===== src/core/ebtco_defs.svh =====
`ifndef EBTCO_DEFS_SVH
`define EBTCO_DEFS_SVH

// register byte offsets
`define EBTCO_OFF_CTRL 8'h00
`define EBTCO_OFF_COUNT 8'h04
`define EBTCO_OFF_CMPA 8'h08
`define EBTCO_OFF_CMPB 8'h0c
`define EBTCO_OFF_FORCE 8'h10
`define EBTCO_OFF_FLAGS 8'h14
`define EBTCO_OFF_PORT 8'h18
`define EBTCO_OFF_OUTS 8'h1c

// ctrl fields
`define EBTCO_CTRL_WGM 2:0
`define EBTCO_CTRL_ACTA 5:4
`define EBTCO_CTRL_ACTB 7:6

// force, flag, port and output bit positions
`define EBTCO_BIT_A 0
`define EBTCO_BIT_B 1
`define EBTCO_FLG_OVF 0
`define EBTCO_FLG_CMPA 1
`define EBTCO_FLG_CMPB 2
`define EBTCO_PORT_VALA 0
`define EBTCO_PORT_VALB 1
`define EBTCO_PORT_DIRA 2
`define EBTCO_PORT_DIRB 3

// counter values and reset values
`define EBTCO_CNT_MAX 8'hff
`define EBTCO_CNT_ZERO 8'h00
`define EBTCO_CNT_ONE 8'h01
`define EBTCO_RST_BYTE 8'h00
`define EBTCO_RST_WORD 32'h0000_0000

`endif


===== src/core/ebtco_pkg.sv =====
package ebtco_pkg;

  typedef enum logic [2:0] {
    EBTCO_MODE_NORMAL = 3'b000,
    EBTCO_MODE_PCPWM = 3'b001,
    EBTCO_MODE_CLRMATCH = 3'b010,
    EBTCO_MODE_FPWM = 3'b011,
    EBTCO_MODE_RSV4 = 3'b100,
    EBTCO_MODE_PCPWM_T = 3'b101,
    EBTCO_MODE_RSV6 = 3'b110,
    EBTCO_MODE_FPWM_T = 3'b111
  } ebtco_mode_e;

  typedef enum logic [1:0] {
    EBTCO_ACT_NONE = 2'b00,
    EBTCO_ACT_TOGGLE = 2'b01,
    EBTCO_ACT_CLEAR = 2'b10,
    EBTCO_ACT_SET = 2'b11
  } ebtco_act_e;

  typedef logic [7:0] ebtco_byte_t;

endpackage : ebtco_pkg


===== src/core/ebtco_timer.sv =====
`timescale 1ns/10ps
`include "ebtco_defs.svh"
// What this block does
// a counter write blocks every compare match in the next timer tick, even stopped
// action field is used directly, never buffered with the compare value
// compare output bits keep their level across waveform mode changes
// reset clears the internal compare output bits to zero
// nonzero action field routes compare output to the pin; direction stays port's
// compare level reaches the pin only while its direction bit is output
// pin source choice depends on action field only, not waveform mode
// action field zero leaves compare output unchanged on a match
// new action acts at next match; force strobe applies it at once in non-pwm modes
// waveform mode alone sets the count sequence; action only shapes output
// normal mode always increments, wrapping from ff to 00
// normal mode sets overflow flag on the tick the counter becomes zero
// overflow flag clears when the overflow interrupt is executed
// clear-on-match mode clears counter on the tick after matching compare a
// compare a below count lets counter run to ff, wrap, then match
// clear-on-match mode sets compare flag a each time top is reached
// action 1 in clear-on-match mode toggles output a on every match
// toggle rate set by prescaler factor; compare value 00 gives fastest rate
// clear-on-match mode sets overflow flag passing from ff to 00
// software sets compare output level before making the pin an output
// software avoids writing a count equal to a compare value
// forced compare updates output only; no flag, no counter clear or reload
// a match sets its compare flag at the next timer tick
// a counter write beats any clear or count in the same cycle
// counting, compare and flags run on clk and advance only on timer_tick
module ebtco_timer (
  input wire logic clk,
  input wire logic srst,
  input wire logic psel,
  input wire logic penable,
  input wire logic pwrite,
  input wire logic [7:0] paddr,
  input wire logic [31:0] pwdata,
  input wire logic [3:0] pstrb,
  output logic [31:0] prdata,
  output logic pready,
  output logic pslverr,
  input wire logic timer_tick,
  input wire logic ovf_int_ack,
  input wire logic cmpa_int_ack,
  input wire logic cmpb_int_ack,
  output logic overflow_flag,
  output logic compare_flag_a,
  output logic compare_flag_b,
  output logic pin_a_out,
  output logic pin_a_oe,
  output logic pin_b_out,
  output logic pin_b_oe,
  output ebtco_pkg::ebtco_byte_t counter_value
);
  import ebtco_pkg::*;

  ////////////////////////////////////////////////////////////////////////////
  // state

  ebtco_mode_e waveform_mode_select, next_waveform_mode_select;
  ebtco_act_e compare_action_field_a, next_compare_action_field_a;
  ebtco_act_e compare_action_field_b, next_compare_action_field_b;
  ebtco_byte_t next_counter_value;
  ebtco_byte_t compare_value_a, next_compare_value_a;
  ebtco_byte_t compare_value_b, next_compare_value_b;
  logic match_block, next_match_block;
  logic compare_output_a, next_compare_output_a;
  logic compare_output_b, next_compare_output_b;
  logic next_overflow_flag, next_compare_flag_a, next_compare_flag_b;
  logic port_val_a, next_port_val_a, port_val_b, next_port_val_b;
  logic compare_pin_direction_bit_a, next_compare_pin_direction_bit_a;
  logic compare_pin_direction_bit_b, next_compare_pin_direction_bit_b;
  logic [31:0] next_prdata;

  logic acc, wr, setup, mapped, lane0;
  logic wr_ctrl, wr_cnt, wr_cmpa, wr_cmpb, wr_force, wr_flags, wr_port;
  logic non_pwm, match_a, match_b, do_a, do_b, match_clear, force_a, force_b;

  ////////////////////////////////////////////////////////////////////////////
  // helpers

  function automatic logic apply_act(input logic oc, input ebtco_act_e act);
    case (act)
      EBTCO_ACT_NONE: apply_act = oc;
      EBTCO_ACT_TOGGLE: apply_act = ~oc;
      EBTCO_ACT_CLEAR: apply_act = 1'b0;
      EBTCO_ACT_SET: apply_act = 1'b1;
      default: apply_act = oc;
    endcase
  endfunction : apply_act

  function automatic logic hit(input logic [7:0] addr, input logic [7:0] off);
    hit = (addr == off);
  endfunction : hit

  ////////////////////////////////////////////////////////////////////////////
  // apb decode: zero wait, unmapped answers pslverr

  always_comb begin
    mapped = hit(paddr, `EBTCO_OFF_CTRL) || hit(paddr, `EBTCO_OFF_COUNT) ||
             hit(paddr, `EBTCO_OFF_CMPA) || hit(paddr, `EBTCO_OFF_CMPB) ||
             hit(paddr, `EBTCO_OFF_FORCE) || hit(paddr, `EBTCO_OFF_FLAGS) ||
             hit(paddr, `EBTCO_OFF_PORT) || hit(paddr, `EBTCO_OFF_OUTS);
    setup = psel && !penable;
    acc = psel && penable;
    // all registers are one byte wide; only lane 0 carries them
    lane0 = pstrb[0];
    wr = acc && pwrite && lane0;
    wr_ctrl = wr && hit(paddr, `EBTCO_OFF_CTRL);
    wr_cnt = wr && hit(paddr, `EBTCO_OFF_COUNT);
    wr_cmpa = wr && hit(paddr, `EBTCO_OFF_CMPA);
    wr_cmpb = wr && hit(paddr, `EBTCO_OFF_CMPB);
    wr_force = wr && hit(paddr, `EBTCO_OFF_FORCE);
    wr_flags = wr && hit(paddr, `EBTCO_OFF_FLAGS);
    wr_port = wr && hit(paddr, `EBTCO_OFF_PORT);
    pready = 1'b1;
    pslverr = acc && !mapped;
  end

  ////////////////////////////////////////////////////////////////////////////
  // counter, compare units and flags

  always_comb begin
    next_waveform_mode_select = waveform_mode_select;
    next_compare_action_field_a = compare_action_field_a;
    next_compare_action_field_b = compare_action_field_b;
    next_counter_value = counter_value;
    next_compare_value_a = compare_value_a;
    next_compare_value_b = compare_value_b;
    next_match_block = match_block;
    next_compare_output_a = compare_output_a;
    next_compare_output_b = compare_output_b;
    next_overflow_flag = overflow_flag;
    next_compare_flag_a = compare_flag_a;
    next_compare_flag_b = compare_flag_b;
    next_port_val_a = port_val_a;
    next_port_val_b = port_val_b;
    next_compare_pin_direction_bit_a = compare_pin_direction_bit_a;
    next_compare_pin_direction_bit_b = compare_pin_direction_bit_b;

    non_pwm = (waveform_mode_select == EBTCO_MODE_NORMAL) ||
              (waveform_mode_select == EBTCO_MODE_CLRMATCH);
    // plain equality: a top below the count is only met after the wrap
    match_a = timer_tick && !match_block && (counter_value == compare_value_a);
    match_b = timer_tick && !match_block && (counter_value == compare_value_b);
    match_clear = match_a && (waveform_mode_select == EBTCO_MODE_CLRMATCH);
    force_a = wr_force && pwdata[`EBTCO_BIT_A] && non_pwm;
    force_b = wr_force && pwdata[`EBTCO_BIT_B] && non_pwm;
    // pwm waveforms live elsewhere; here matches only act in non-pwm modes
    do_a = (match_a && non_pwm) || force_a;
    do_b = (match_b && non_pwm) || force_b;
    // a match and a force in one cycle act once, not twice
    if (do_a) begin
      next_compare_output_a = apply_act(compare_output_a, compare_action_field_a);
    end
    if (do_b) begin
      next_compare_output_b = apply_act(compare_output_b, compare_action_field_b);
    end

    if (timer_tick) begin
      next_match_block = 1'b0;
      if (match_clear) begin
        next_counter_value = `EBTCO_CNT_ZERO;
      end else begin
        next_counter_value = counter_value + `EBTCO_CNT_ONE;
      end
    end
    if (wr_cnt) begin
      next_counter_value = pwdata[7:0];
      next_match_block = 1'b1;
    end

    // clears first so that a set in the same cycle wins
    if ((wr_flags && pwdata[`EBTCO_FLG_OVF]) || ovf_int_ack) begin
      next_overflow_flag = 1'b0;
    end
    if ((wr_flags && pwdata[`EBTCO_FLG_CMPA]) || cmpa_int_ack) begin
      next_compare_flag_a = 1'b0;
    end
    if ((wr_flags && pwdata[`EBTCO_FLG_CMPB]) || cmpb_int_ack) begin
      next_compare_flag_b = 1'b0;
    end
    if (timer_tick && non_pwm && counter_value == `EBTCO_CNT_MAX) begin
      next_overflow_flag = 1'b1;
    end
    if (match_a) begin
      next_compare_flag_a = 1'b1;
    end
    if (match_b) begin
      next_compare_flag_b = 1'b1;
    end

    if (wr_ctrl) begin
      // mode change leaves the compare output bits alone
      next_waveform_mode_select = ebtco_mode_e'(pwdata[`EBTCO_CTRL_WGM]);
      next_compare_action_field_a = ebtco_act_e'(pwdata[`EBTCO_CTRL_ACTA]);
      next_compare_action_field_b = ebtco_act_e'(pwdata[`EBTCO_CTRL_ACTB]);
    end
    if (wr_cmpa) begin
      next_compare_value_a = pwdata[7:0];
    end
    if (wr_cmpb) begin
      next_compare_value_b = pwdata[7:0];
    end
    if (wr_port) begin
      next_port_val_a = pwdata[`EBTCO_PORT_VALA];
      next_port_val_b = pwdata[`EBTCO_PORT_VALB];
      next_compare_pin_direction_bit_a = pwdata[`EBTCO_PORT_DIRA];
      next_compare_pin_direction_bit_b = pwdata[`EBTCO_PORT_DIRB];
    end

    // read data captured in setup so it is steady through the access phase
    next_prdata = prdata;
    if (setup) begin
      next_prdata = `EBTCO_RST_WORD;
      case (paddr)
        `EBTCO_OFF_CTRL: begin
          next_prdata[`EBTCO_CTRL_WGM] = waveform_mode_select;
          next_prdata[`EBTCO_CTRL_ACTA] = compare_action_field_a;
          next_prdata[`EBTCO_CTRL_ACTB] = compare_action_field_b;
        end
        `EBTCO_OFF_COUNT: next_prdata[7:0] = counter_value;
        `EBTCO_OFF_CMPA: next_prdata[7:0] = compare_value_a;
        `EBTCO_OFF_CMPB: next_prdata[7:0] = compare_value_b;
        `EBTCO_OFF_FLAGS: begin
          next_prdata[`EBTCO_FLG_OVF] = overflow_flag;
          next_prdata[`EBTCO_FLG_CMPA] = compare_flag_a;
          next_prdata[`EBTCO_FLG_CMPB] = compare_flag_b;
        end
        `EBTCO_OFF_PORT: begin
          next_prdata[`EBTCO_PORT_VALA] = port_val_a;
          next_prdata[`EBTCO_PORT_VALB] = port_val_b;
          next_prdata[`EBTCO_PORT_DIRA] = compare_pin_direction_bit_a;
          next_prdata[`EBTCO_PORT_DIRB] = compare_pin_direction_bit_b;
        end
        `EBTCO_OFF_OUTS: begin
          next_prdata[`EBTCO_BIT_A] = compare_output_a;
          next_prdata[`EBTCO_BIT_B] = compare_output_b;
        end
        default: next_prdata = `EBTCO_RST_WORD;
      endcase
    end
  end

  always_ff @(posedge clk) begin
    if (srst) begin
      waveform_mode_select <= EBTCO_MODE_NORMAL;
      compare_action_field_a <= EBTCO_ACT_NONE;
      compare_action_field_b <= EBTCO_ACT_NONE;
      counter_value <= `EBTCO_RST_BYTE;
      compare_value_a <= `EBTCO_RST_BYTE;
      compare_value_b <= `EBTCO_RST_BYTE;
      match_block <= 1'b0;
      compare_output_a <= 1'b0;
      compare_output_b <= 1'b0;
      overflow_flag <= 1'b0;
      compare_flag_a <= 1'b0;
      compare_flag_b <= 1'b0;
      port_val_a <= 1'b0;
      port_val_b <= 1'b0;
      compare_pin_direction_bit_a <= 1'b0;
      compare_pin_direction_bit_b <= 1'b0;
      prdata <= `EBTCO_RST_WORD;
    end else begin
      waveform_mode_select <= next_waveform_mode_select;
      compare_action_field_a <= next_compare_action_field_a;
      compare_action_field_b <= next_compare_action_field_b;
      counter_value <= next_counter_value;
      compare_value_a <= next_compare_value_a;
      compare_value_b <= next_compare_value_b;
      match_block <= next_match_block;
      compare_output_a <= next_compare_output_a;
      compare_output_b <= next_compare_output_b;
      overflow_flag <= next_overflow_flag;
      compare_flag_a <= next_compare_flag_a;
      compare_flag_b <= next_compare_flag_b;
      port_val_a <= next_port_val_a;
      port_val_b <= next_port_val_b;
      compare_pin_direction_bit_a <= next_compare_pin_direction_bit_a;
      compare_pin_direction_bit_b <= next_compare_pin_direction_bit_b;
      prdata <= next_prdata;
    end
  end

  ////////////////////////////////////////////////////////////////////////////
  // pin override: source by action field only, drive by direction bit only

  always_comb begin
    pin_a_out = (compare_action_field_a != EBTCO_ACT_NONE) ? compare_output_a : port_val_a;
    pin_b_out = (compare_action_field_b != EBTCO_ACT_NONE) ? compare_output_b : port_val_b;
    pin_a_oe = compare_pin_direction_bit_a;
    pin_b_oe = compare_pin_direction_bit_b;
  end
endmodule : ebtco_timer


===== config.mk =====
export PLATFORM = sky130hd
export DESIGN_NAME = ebtco_timer
export DESIGN_NICKNAME = d
export VERILOG_FILES = /design/src/core/ebtco_pkg.sv /design/src/core/ebtco_timer.sv
export VERILOG_INCLUDE_DIRS = /design/src /design/src/core
export SDC_FILE = /design/constraint.sdc
export NUM_CORES = 1
export LEC_CHECK = 0
export BUFFER_PORTS_ARGS = -buffer_cell sky130_fd_sc_hd__clkbuf_2
export CAP_MARGIN = 20
export CORE_MARGIN = 2
export CORE_UTILIZATION = 30
export CTS_CLUSTER_DIAMETER = 200
export DETAILED_ROUTE_END_ITERATION = 6
export GPL_TIMING_DRIVEN = 0
export PLACE_DENSITY_LB_ADDON = 0.05
export SLEW_MARGIN = 20
export SYNTH_ARGS = -nofsm -noshare
export SYNTH_HDL_FRONTEND = slang
export SYNTH_SLANG_ARGS = --single-unit
export TNS_END_PERCENT = 1

===== constraint.sdc =====
create_clock -name clk -period 2.2 [get_ports clk]
set_clock_uncertainty 0.1 [all_clocks]
set_input_delay 0.44 -clock clk [delete_from_list [all_inputs] [get_ports clk]]
set_output_delay 0.44 -clock clk [all_outputs]
set_load 0.005 [all_outputs]

==> run_results.csv <==
group,metric,value,unit
floorplan,num_rows,37,
timing,whs,0.298,ns
timing,setup_slack,0.100,ns
layout,area_delta_synth_final,19.1,%
logic_synthesis,synth_edf_count,0,
timing,period_share,95.5,%
cts,h-tree-depth,2,
timing,setup_viol,0,
cts,cts-root-buf,"clkbuf_8",
logic_synthesis,async_flop_share,0,%
global_route,grt_pass1_vias,2634,
layout,drive_gt1_share,28.0,%
global_route,met2_usage,30.4,%
logic_synthesis,syn_avg_cell_area,8.90,µm²
floorplan,ioPinCount,102,
logic_synthesis,syn-instance-count,354,
placed_design,place_congestion,0.845,
placed_design,placed_area,3650,µm²
setup_path,max_stage_delay,0.29,ns
layout,fill_cells,1092,
route,via_count,2779,
layout,finish.utilization,36.5,%
hold_path,hp-class,"in -> reg",
placed_design,io_buffers,48,
cts,clock_path_buffers,2,
logic_synthesis,ys_warn_count,0,
layout,regArea,981,µm²
global_route,grt_pass1_wl,15500,µm
route,drcViolationCount,0,
route,ant_nets,0,
cts,cts.clk_slew.worst_paths,0.10,ns
global_route,busiest_layer,"met2",
floorplan,initial_core_util,30.6,%
logic_synthesis,synth_common_cells,"49 x dfxtp_1, 46 x nor2_1, 35 x mux2i_1",
timing,hold_viol_final,0,
setup_path,worstPathRequired,1.66,ns
setup_path,cp-end-kind,"output pin",
floorplan,dieArea,11300,µm²
route,via_per_inst,4.87,
route,drt_first_pass_iters,4,
floorplan,core_area,10300,µm²
outcome,status,"finished clean",
timing,rsz0062_at_grt,"false",
logic_synthesis,ys_top_cells_by_area,"dfxtp_1 31%, mux2i_1 11%, buf_4 6.7%",
power,power_leakage,1.70,nW
logic_synthesis,synth_ff_type,"dfxtp_1",
layout,layout.cells.non_filler,571,
setup_path,cp_data_arrival_time,1.56,ns
setup_path,crit_path_frequent_cell,"clkbuf_2",
layout,antennaDiodeCount,0,
timing,fmax,476,MHz
placed_design,dp.cells,561,
logic_synthesis,syn-cell-area,3150,µm²
layout,multi_input_area,1930,µm²
logic_synthesis,yosysTopAreaCellShare,31.1,%
logic_synthesis,yosysSeqAreaShare,31.1,%
global_route,grt_max_degree,15,
route,wl_per_cell,17.7,µm
logic_synthesis,synth-seq-cells,49,
cts,clkLatencyLatePin,0.31,ns
logic_synthesis,synth_most_common_cell,"dfxtp_1",
power,ir_drop,260,µV
flow_run,maxCapViolCount,0,
setup_path,cp.buffers_inverters,3,
timing,fin_setup_tns,0,ns
layout,fin_nets,488,
global_route,antenna_found_initial,0,
placed_design,dpl.hpwl,7670,µm
setup_path,cp_max_fo,10,
timing,tightestPinTransition,0.665,ns
timing,final_max_slew_viol_count,0,
setup_path,slowest_stage,"buf_2",
layout,final_area,3750,µm²
setup_path,cpLargestDelayFamily,"simple AND/OR/NAND/NOR gates",
cts,cts_tree,"built",
cts,cts_sinks,49,
global_route,met1_usage,24.5,%
floorplan,die_w,106,µm
timing,period_needed,2.10,ns
global_route,grt_overflow_total,0,
route,drtIter0Drc,149,
floorplan,die_h,106,µm
timing,relSlewSlack,55.6,%
global_route,track_usage,18.2,%
logic_synthesis,synth_cell_type_count,62,
global_route,grtUsageMet3,2.70,%
power,power.total,1.70,mW
logic_synthesis,yosysTopAreaCell,"dfxtp_1",
setup_path,start_kind,"primary input",
placed_design,pre_cts_slack,-0.0896,ns
setup_path,path_cells,"clkbuf_2, nor3_2, buf_2, nand2_1, and3_1, clkbuf_2",
power,powerDensity,453,nW/µm²
route,wirelength,10100,µm
cts,cts_buffers,5,
setup_path,crit_type,"in -> out",
-- area by class of cell --
class	count	share of cell area, %
clock inverters	1	0.200
repair buffers	50	6.81
inverters	7	0.701
plain buffers	47	8.07
multi-input cells	274	51.5
well taps	136	4.54
clock buffers	7	2.04
flip-flops and latches	49	26.2
-- sequential cells by signal, indices dropped and copies added, names as in the netlist, 2 cells and up --
name and flops:
compare_value_a 8, compare_value_b 8, counter_value 8, prdata 8, waveform_mode_select 3, compare_action_field_a 2, compare_action_field_b 2
-- worst paths after layout --
path | start | endpoint | slack [ns] | cells after the start
worst max register to register | counter_value[0] | compare_output_a | 0.16 | 5
worst max-delay path | paddr[5] | pslverr | 0.1 | 6
worst min register to register | prdata[3] | prdata[3] | 0.36 | 2
worst min-delay path | cmpa_int_ack | compare_flag_a | 0.30 | 4
-- cells in the final DEF (no fill, tap or decap), types with 2 or more instances in the layout --
cell      count
inv_1         7
nor2b_1       9
nand4_1      10
nor4_2        2
and4_1        2
a21o_1        2
mux2_2        5
a221o_1       4
a21oi_1       8
clkbuf_2     48
dfxtp_1      49
conb_1       25
xnor2_1      11
a22o_1        7
o21ai_0       7
nor3_1        6
clkbuf_1      9
buf_2        11
mux2i_1      35
nor4_4        2
nand3_2       2
nand2_1      11
o32ai_1       5
a32oi_1       3
nor4b_2       2
nor2_1       46
nand3_1      10
o41ai_1       3
or3b_2        2
and2_1        4
or3_1         3
clkbuf_8      5
xor2_1       11
buf_4        30
nor3b_1       2
and3_2        2
nand3b_1      3
and3_1        4
-- metal layers --
metal	vias up	wire length, µm
li1	1389	-
met1	1271	4670
met2	111	4570
met3	8	755
met4	0	107
met5	-	0
-- where the power goes --
part / switching [mW] / internal (mW)
combinational: 0.141 / 0.0955
sequential: 0.00979 / 0.894
clock: 0.334 / 0.226
total: 0.484 / 1.22
-- tightest hold or removal path, cell delays in order --
cell	delay (ns)
clkbuf_2	0.08
nor2b_1	0.03
o21ai_0	0.06
a21oi_1	0.06
-- logic make-up (layout without fill, tap and decap cells) --
group	count (synthesis)	after routing	share of synthesized area, %
AO/OA/AOI/OAI	48	48	11.7
adder cells (fa/ha/maj)	1	1	0.397
flip-flops	49	49	31.1
other	2	25	0.238
buffers and inverters	54	112	10.4
XOR/XNOR	22	22	6.12
AND/OR/NAND/NOR	138	138	27.0
multiplexers	40	40	12.9
-- timing repair --
| item | CTS | global route |
|---|---|---|
| setup buffers | 0 | 2 |
| hold buffers | 0 | 0 |
| pin swaps | 0 | 1 |
| gates resized for setup | 1 | 0 |
| endpoints found under the setup margin | 1 | 3 |
| hold endpoints to repair | 0 | 0 |
Power figures use the tool's default switching activity.
